File: config.mk
export PLATFORM = sky130hd
export DESIGN_NAME = opm_mode_ctrl
export DESIGN_NICKNAME = d
export VERILOG_FILES = /design/src/rtl/opm_pkg.sv /design/src/rtl/opm_mode_ctrl.sv /design/src/rtl/opm_real_xlate.sv
export VERILOG_INCLUDE_DIRS = /design/src /design/src/rtl
export SDC_FILE = /design/constraint.sdc
export NUM_CORES = 1
export LEC_CHECK = 0
export BUFFER_PORTS_ARGS = -buffer_cell sky130_fd_sc_hd__buf_2
export CAP_MARGIN = 20
export CORE_ASPECT_RATIO = 1.2
export CORE_MARGIN = 2
export CORE_UTILIZATION = 30
export CTS_CLUSTER_SIZE = 8
export DETAILED_ROUTE_END_ITERATION = 10
export HOLD_SLACK_MARGIN = 0.12
export PLACE_DENSITY = 0.54
export SLEW_MARGIN = 20
export SYNTH_ARGS = -nofsm -noshare
export SYNTH_HDL_FRONTEND = slang
export SYNTH_HIERARCHICAL = 1
export SYNTH_SLANG_ARGS = --single-unit
File: constraint.sdc
create_clock -name clk_sys -period 11.95 [get_ports clk_sys]
set_clock_uncertainty 0.15 [all_clocks]
set_input_delay 2.9875 -clock clk_sys [delete_from_list [all_inputs] [get_ports clk_sys]]
set_output_delay 2.9875 -clock clk_sys [all_outputs]
set_load 0.005 [all_outputs]
File: src/rtl/opm_params.svh
// constants for the operating-mode control block
`ifndef OPM_PARAMS_SVH
`define OPM_PARAMS_SVH
`define OPM_SEG_SHIFT 4
`define OPM_REAL_ADDR_W 20
`define OPM_REAL_LIMIT 64'h0000_0000_000f_ffff
`define OPM_4G_LIMIT 64'h0000_0000_ffff_ffff
`define OPM_FLAT_LIMIT 64'hffff_ffff_ffff_ffff
`define OPM_SIZE_16 2'h0
`define OPM_SIZE_32 2'h1
`define OPM_SIZE_64 2'h2
`define OPM_PL0 2'h0
`define OPM_PL3 2'h3
`define OPM_GPR_W_32 7'h20
`define OPM_GPR_W_64 7'h40
`define OPM_GPR_CNT_BASE 5'h08
`define OPM_GPR_CNT_EXT 5'h10
`define OPM_VEC_CNT_BASE 5'h08
`define OPM_VEC_CNT_EXT 5'h10
`define OPM_VEC_W 8'h80
`endif

File: src/rtl/opm_pkg.sv
// types for the operating-mode control block
package opm_pkg;
   typedef enum logic [5:0] {
      OPM_REAL = 6'h01,
      OPM_PROT = 6'h02,
      OPM_VM86 = 6'h04,
      OPM_LONG64 = 6'h08,
      OPM_COMPAT = 6'h10,
      OPM_PROT_PG = 6'h20
   } opm_mode_t;
   typedef logic [1:0] opm_size_t;
endpackage

File: src/rtl/opm_mode_ctrl.sv
// operating-mode state and per-mode defaults
`timescale 1ns/1ps
`include "opm_params.svh"
// Contract
// [RULE1] reset enters real-address mode
// [RULE2] 64-bit: address 64, operand 32 default
// [RULE3] honour overrides; extension prefix gives 64-bit
// [RULE4] 64-bit widens registers, adds extra registers
// [RULE5] 64-bit uses wide pointer, relative addressing
// [RULE6] code-segment attribute picks long submode
// [RULE7] 64-bit flat space, paging required
// [RULE8] compatibility limits access to 4 Gbytes
// [RULE9] compatibility prefixes toggle 16/32, segmentation
// [RULE10] compatibility uses long-mode system mechanisms
// [RULE11] software enables protected before long mode
// [RULE12] no real mode while long active
// [RULE13] real: 1 Mbyte, 16 default, no paging
// [RULE14] real mode runs at privilege 0
// [RULE15] protected: 4 Gbytes, segmentation, task switch
// [RULE16] paging off: virtual equals physical
// [RULE17] protected supports privilege 0 to 3
// [RULE18] virtual-machine: privilege 3, 1 Mbyte, 16-bit
// [RULE19] flag changes only by task/return load; code also clears it while long enabled or protected off
// [RULE20] pop-flags never changes the flag
// [RULE21] long enabled: ignore virtual-machine entry
// [RULE22] real address is selector shl 4 plus offset
// [RULE23] one state register drives every default
module opm_mode_ctrl
   import opm_pkg::*;
(
   // clock and reset
   input wire logic clk_sys,
   input wire logic rst_b,
   // control bits from privileged software
   input wire logic prot_enable,
   input wire logic paging_enable,
   input wire logic long_enable,
   input wire logic cs_long_attr,
   input wire logic cs_default_32,
   input wire logic [1:0] cs_privilege,
   // flag update sources
   input wire logic flags_load_task_state_segment,
   input wire logic interrupt_return_instruction,
   input wire logic pop_flags_instruction,
   input wire logic virtual_machine_flag_in,
   // per-instruction prefixes
   input wire logic operand_size_prefix,
   input wire logic address_size_prefix,
   input wire logic register_extension_prefix,
   // address formation
   input wire logic [15:0] seg_selector,
   input wire logic [15:0] eff_addr16,
   input wire logic [63:0] eff_addr,
   input wire logic [63:0] ip_next,
   input wire logic [31:0] rel_disp,
   // mode state
   output opm_pkg::opm_mode_t mode,
   output logic virtual_machine_flag,
   output logic long_active,
   // sizes
   output opm_pkg::opm_size_t addr_size,
   output opm_pkg::opm_size_t oper_size,
   // register resources
   output logic [6:0] gpr_width,
   output logic [4:0] gpr_count,
   output logic [4:0] vec_count,
   output logic [7:0] vec_width,
   output logic ext_regs_enable,
   output logic rel_addr_enable,
   // memory view
   output logic [63:0] addr_limit,
   output logic limit_fault,
   output logic seg_enable,
   output logic paging_active,
   output logic task_switch_enable,
   output logic long_sys_struct,
   output logic [63:0] phys_addr,
   output logic [63:0] wide_instruction_pointer,
   output logic [1:0] cur_privilege
);
   import opm_pkg::*;

   // ----------------------------------------
   // mode and flag state
   // ----------------------------------------
   opm_mode_t mode_q, mode_d;
   logic vm_q, vm_d;
   logic lma_q, lma_d;

   always_comb
   begin
      vm_d = vm_q;
      // [RULE19] only task or return load
      if (flags_load_task_state_segment || (interrupt_return_instruction && cur_privilege == `OPM_PL0))
      begin
         // [RULE21] ignored under long mode
         if (!long_enable)
            vm_d = virtual_machine_flag_in;
      end
      // [RULE20] pop-flags leaves flag
      if (pop_flags_instruction && !flags_load_task_state_segment && !interrupt_return_instruction)
         vm_d = vm_q;
      if (long_enable || !prot_enable)
         vm_d = 1'b0;
      // [RULE11] long needs protected paging
      lma_d = long_enable && prot_enable && paging_enable;
      // [RULE12] no real under long
      if (!prot_enable)
         mode_d = OPM_REAL;
      else if (lma_d)
      begin
         // [RULE6] segment attribute selects
         if (cs_long_attr)
            mode_d = OPM_LONG64;
         else
            mode_d = OPM_COMPAT;
      end
      else if (vm_d)
         mode_d = OPM_VM86;
      else if (paging_enable)
         mode_d = OPM_PROT_PG;
      else
         mode_d = OPM_PROT;
   end

   // [RULE1] reset to real mode
   always_ff @(posedge clk_sys)
   begin
      if (!rst_b)
      begin
         mode_q <= OPM_REAL;
         vm_q <= 1'b0;
         lma_q <= 1'b0;
      end
      else
      begin
         mode_q <= mode_d;
         vm_q <= vm_d;
         lma_q <= lma_d;
      end
   end

   // ----------------------------------------
   // derived defaults
   // ----------------------------------------
   logic [19:0] real_phys;

   // [RULE22] real translation
   opm_real_xlate #(
      .SEL_W(16),
      .OUT_W(`OPM_REAL_ADDR_W)
   ) u_xlate (
      .sel(seg_selector),
      .offset(eff_addr16),
      .phys(real_phys)
   );

   opm_size_t as_d, os_d;
   logic [6:0] gw_d;
   logic [4:0] gc_d, vc_d;
   logic ext_d, rel_d, seg_d, pg_d, ts_d, lss_d, lf_d;
   logic [63:0] lim_d, pa_d, ip_d;
   logic [1:0] pl_d;

   // [RULE23] all from mode register
   always_comb
   begin
      as_d = `OPM_SIZE_16;
      os_d = `OPM_SIZE_16;
      gw_d = `OPM_GPR_W_32;
      gc_d = `OPM_GPR_CNT_BASE;
      vc_d = `OPM_VEC_CNT_BASE;
      ext_d = 1'b0;
      rel_d = 1'b0;
      seg_d = 1'b1;
      pg_d = 1'b0;
      ts_d = 1'b0;
      lss_d = 1'b0;
      lim_d = `OPM_4G_LIMIT;
      pa_d = eff_addr;
      ip_d = {32'h0000_0000, ip_next[31:0]};
      pl_d = cs_privilege;
      unique case (mode_q)
         OPM_REAL:
         begin
            // [RULE13] real sizes, no paging
            os_d = operand_size_prefix ? `OPM_SIZE_32 : `OPM_SIZE_16;
            as_d = address_size_prefix ? `OPM_SIZE_32 : `OPM_SIZE_16;
            lim_d = `OPM_REAL_LIMIT;
            pa_d = {44'h0, real_phys};
            // [RULE14] privilege zero
            pl_d = `OPM_PL0;
         end
         OPM_VM86:
         begin
            // [RULE18] privilege 3, 1 Mbyte
            os_d = operand_size_prefix ? `OPM_SIZE_32 : `OPM_SIZE_16;
            as_d = address_size_prefix ? `OPM_SIZE_32 : `OPM_SIZE_16;
            lim_d = `OPM_REAL_LIMIT;
            pa_d = {44'h0, real_phys};
            pl_d = `OPM_PL3;
            pg_d = paging_enable;
         end
         OPM_PROT, OPM_PROT_PG:
         begin
            // [RULE15] 4 Gbytes, segments, tasks
            os_d = (cs_default_32 ^ operand_size_prefix) ? `OPM_SIZE_32 : `OPM_SIZE_16;
            as_d = (cs_default_32 ^ address_size_prefix) ? `OPM_SIZE_32 : `OPM_SIZE_16;
            ts_d = 1'b1;
            // [RULE16] paging flag only; address passes untranslated
            pg_d = (mode_q == OPM_PROT_PG);
            pa_d = {32'h0000_0000, eff_addr[31:0]};
            // [RULE17] levels 0 to 3
            pl_d = cs_privilege;
         end
         OPM_LONG64:
         begin
            // [RULE2] 64 address, 32 operand
            as_d = address_size_prefix ? `OPM_SIZE_32 : `OPM_SIZE_64;
            // [RULE3] overrides and extension prefix
            if (register_extension_prefix)
               os_d = `OPM_SIZE_64;
            else
               os_d = operand_size_prefix ? `OPM_SIZE_16 : `OPM_SIZE_32;
            // [RULE4] wide and extra registers
            gw_d = `OPM_GPR_W_64;
            gc_d = register_extension_prefix ? `OPM_GPR_CNT_EXT : `OPM_GPR_CNT_BASE;
            vc_d = register_extension_prefix ? `OPM_VEC_CNT_EXT : `OPM_VEC_CNT_BASE;
            ext_d = 1'b1;
            // [RULE5] wide pointer, relative data
            rel_d = 1'b1;
            ip_d = ip_next + {{32{rel_disp[31]}}, rel_disp};
            // [RULE7] flat, paging on
            seg_d = 1'b0;
            pg_d = 1'b1;
            lim_d = `OPM_FLAT_LIMIT;
            lss_d = 1'b1;
         end
         OPM_COMPAT:
         begin
            // [RULE9] toggled 16/32 sizes
            os_d = (cs_default_32 ^ operand_size_prefix) ? `OPM_SIZE_32 : `OPM_SIZE_16;
            as_d = (cs_default_32 ^ address_size_prefix) ? `OPM_SIZE_32 : `OPM_SIZE_16;
            // [RULE8] low 4 Gbytes
            lim_d = `OPM_4G_LIMIT;
            pa_d = {32'h0000_0000, eff_addr[31:0]};
            // [RULE10] long-mode mechanisms
            pg_d = 1'b1;
            lss_d = 1'b1;
         end
         default:
         begin
            pl_d = `OPM_PL0;
         end
      endcase
      lf_d = (eff_addr > lim_d);
   end

   // ----------------------------------------
   // registered outputs
   // ----------------------------------------
   always_ff @(posedge clk_sys)
   begin
      if (!rst_b)
      begin
         addr_size <= `OPM_SIZE_16;
         oper_size <= `OPM_SIZE_16;
         gpr_width <= `OPM_GPR_W_32;
         gpr_count <= `OPM_GPR_CNT_BASE;
         vec_count <= `OPM_VEC_CNT_BASE;
         vec_width <= `OPM_VEC_W;
         ext_regs_enable <= 1'b0;
         rel_addr_enable <= 1'b0;
         addr_limit <= `OPM_REAL_LIMIT;
         limit_fault <= 1'b0;
         seg_enable <= 1'b1;
         paging_active <= 1'b0;
         task_switch_enable <= 1'b0;
         long_sys_struct <= 1'b0;
         phys_addr <= 64'h0;
         wide_instruction_pointer <= 64'h0;
         cur_privilege <= `OPM_PL0;
      end
      else
      begin
         addr_size <= as_d;
         oper_size <= os_d;
         gpr_width <= gw_d;
         gpr_count <= gc_d;
         vec_count <= vc_d;
         vec_width <= `OPM_VEC_W;
         ext_regs_enable <= ext_d;
         rel_addr_enable <= rel_d;
         addr_limit <= lim_d;
         limit_fault <= lf_d;
         seg_enable <= seg_d;
         paging_active <= pg_d;
         task_switch_enable <= ts_d;
         long_sys_struct <= lss_d;
         phys_addr <= pa_d;
         wide_instruction_pointer <= ip_d;
         cur_privilege <= pl_d;
      end
   end

   assign mode = mode_q;
   assign virtual_machine_flag = vm_q;
   assign long_active = lma_q;
endmodule

File: src/rtl/opm_real_xlate.sv
// real-style segment plus offset address former
`timescale 1ns/1ps
`include "opm_params.svh"
module opm_real_xlate #(
   parameter int SEL_W = 16,
   parameter int OUT_W = 20
) (
   // inputs
   input wire logic [SEL_W-1:0] sel,
   input wire logic [SEL_W-1:0] offset,
   // result
   output logic [OUT_W-1:0] phys
);
   // refuse widths the shift cannot serve
   if (OUT_W != SEL_W + `OPM_SEG_SHIFT)
   begin
      $error("opm_real_xlate: width mismatch");
   end
   // [RULE22] shift and add
   always_comb
   begin
      phys = OUT_W'({sel, 4'h0}) + OUT_W'(offset);
   end
endmodule

==> flow_metrics.tcl <==
set metrics [dict create \
    wl_per_cell_um 18.49 \
    synth-simple-area-share_pct 21.89 \
    finalCritPeriodShare_pct 48.56 \
    layout-area-overhead-vs-synth_pct 20.92 \
    cts_resized 0 \
    synth_common_cells "176 x nand2_1, 160 x a21oi_1, 152 x dfxtp_1" \
    antenna_found_initial 8 \
    vias_per_cell 5.161 \
    hpwlAfterDp_um 33780 \
    final_antenna_net_count 0 \
    leakage_nw 6.758 \
    synth_compound_area_share_pct 23.91 \
    cts_buffers 17 \
    synth.distinct_cells 86 \
    max-slew-margin-rel_pct 43.46 \
    yosysSeqAreaShare_pct 26.41 \
    track_usage_pct 20.07 \
    grt_max_degree 53 \
    max_freq_ghz 0.1723 \
    syn_avg_cell_area_um2 7.875 \
    path_class "in2reg" \
    dieArea_um2 39990 \
    start_kind "input pin" \
    maxSlewViolCount 0 \
    synthArstFlopShare_pct 0 \
    nets 2095 \
    die_height_um 218.7 \
    layout.cells.non_filler 2265 \
    wl_um 41880 \
    drtIter0Drc 595 \
    cts_root_buf "clkbuf_16" \
    nFillCells 4056 \
    grt_pass1_vias 11205 \
    synth-edff-count 0 \
    gp_congestion 0.9218 \
    ys_ff_latch 152 \
    clkLatencyLatePin_ns 0.46 \
    drc_errors 0 \
    hold_path.class "reg2reg" \
    layout-drive-gt1-share_pct 27.15 \
    yosysMostFrequentCell "nand2_1" \
    drtPass1Iterations 5 \
    clkSinkCount 152 \
    slowest_stage "buf_2" \
    ys.warnings.count 6 \
    rsz0062_at_grt "no" \
    die_w_um 182.9 \
    fin_tns_setup_ns 0 \
    synthXorXnorAreaFrac_pct 4.181 \
    clk_path_buf_depth 2 \
    synthAdderAreaFrac_pct 13.27 \
    power_w 0.001555 \
    ir_drop_v 0.0001071 \
    yosysTopAreaCell "dfxtp_1" \
    synth_ff_type "dfxtp_1" \
    port_buffers 405 \
    core_area_um2 37870 \
    synthesis.area_um2 11520 \
    worst_pin_slew_ns 0.8481 \
    cp.buffers_inverters 1 \
    ys_top_cells_by_area "dfxtp_1 26%, ha_1 13%, a21oi_1 7.0%, buf_4 6.1%, nand2_1 5.7%" \
    initial_core_util_pct 30.43 \
    synth_top_area_share_pct 26.41 \
    synth_cells 1463 \
    max_stage_delay_ns 0.54 \
    rows 78 \
    dpl.cell_count 2227 \
    multi_input_area_um2 7481 \
    powerDensity_nw_per_um2 111.6 \
    dr_total_vias 11690 \
    cts-hold-fix-buffers 0 \
    crit_chain "buf_2, ha_1, a21oi_1, o21ai_0, o21ai_0, a21oi_1, nor2_1, o31ai_1, xnor2_1, nor2_1" \
    drv_cap 0 \
    io_pins 446 \
    synth_mux_area_share_pct 0.3475 \
    path_delay_family "compound AO/OA/AOI/OAI gates" \
    outcome "finished, final reports clean" \
    hold_violations 0 \
    worstSetupEndpointType "flop" \
    cp_data_required_time_ns 12.13 \
    cp_max_fo 33 \
    grt_pass1_wl_um 61310 \
    cts_tree "built" \
    regArea_um2 3043 \
    finalCriticalPeriod_ns 5.803 \
    cp.arrival_ns 5.99 \
    grt.overflow.total 0 \
    synth_top_family_by_area "compound AO/OA/AOI/OAI gates" \
    setup_violations 0 \
    clk_pin_slew_ns 0.08 \
    post_cts_buffers 0 \
    h-tree-depth 4 \
]
-- worst register-to-register path: cells and delay by family (launching register included) --
| kind | cells | cell delay (ns) |
|---|---|---|
| compound gates | 7 | 1.35 |
| fa+ha+maj | 1 | 0.42 |
| buf+inv | 1 | 0.65 |
| flops | 1 | 0.41 |
| simple gates | 3 | 1.24 |
-- layer usage --
metal	part of all wire, %	up-vias	track usage (%)	wire (um)
met4	4.1	2	10.11	1715
li1	-	5727	-	-
met5	0.031	-	0	13
met3	6.4	82	4.383	2682
met1	39	5436	21.71	16520
met2	50	443	36.72	20950
-- path summary, 6_finish.rpt --
check | from | endpoint | slack (ns) | cells past startpoint
setup reg to reg | mode[1]$_SDFF_PP0_ | limit_fault$_SDFF_PN0_ | 7.64 | 12
setup / recovery | rel_disp[31] | wide_instruction_pointer[48]$_SDFF_PN0_ | 6.15 | 10
hold reg to reg | mode[4]$_SDFF_PN0_ | task_switch_enable$_SDFF_PN0_ | 0.44 | 1
hold / removal | mode[4]$_SDFF_PN0_ | task_switch_enable$_SDFF_PN0_ | 0.44 | 1
-- kinds of logic after synthesis --
family | after synthesis
flops | 152
other cells | 2
simple gates | 514
xor+xnor | 55
compound gates | 416
fa+ha+maj | 121
buf+inv | 199
mux | 4
-- flip-flops by register name (all words and copies together) (netlist names), 2 cells and up --
signal,flops
phys_addr,64
mode,6
addr_limit,2
gpr_width,2
cur_privilege,2
oper_size,2
addr_size,2
vec_count,2
wide_instruction_pointer,64
-- power by group --
group	internal (W)	switching, W	leakage, nW
Clock	0.000283	0.000283	0.293
Sequential	0.000530	0.00000785	1.25
Combinational	0.000181	0.000271	5.22
-- area by class of cell --
type                    instances  area share, %
multi-input cells            1149          53.70
flip-flops and latches        152          21.84
repair buffers                410          14.82
well taps                     480          4.311
clock buffers                  17          3.054
clock inverters                15          1.195
inverters                      36         0.9700
diodes                          6         0.1078
-- cell usage in the layout (no fill, tap or decap), types with 12 or more instances in the layout --
cell type / count
inv_1: 32
nand3_1: 32
a211oi_1: 12
and3_1: 22
nand4_1: 51
o21bai_1: 13
a21o_1: 48
dfxtp_1: 152
clkbuf_16: 17
o21a_1: 22
nor2_1: 92
xnor2_1: 37
nor3_1: 34
or3_1: 15
o21ai_0: 62
conb_1: 39
ha_1: 119
xor2_1: 18
buf_2: 405
a21oi_1: 160
and2_1: 40
nand2_1: 176
a21boi_0: 12
-- metrics by stage --
stage	worst slack, ns	utilization, %	hold slack (ns)	area (um2)
floorplan	6.602	-	0.4311	11660
finish	6.147	36.79	0.4375	13930
CTS	6.220	36.75	0.4464	13910
global route	6.056	36.78	0.5126	13930
global placement	5.705	35.18	0.4073	13320
detailed placement	5.755	35.18	0.4274	13320
Note: power is estimated with default switching activity, not from simulation.
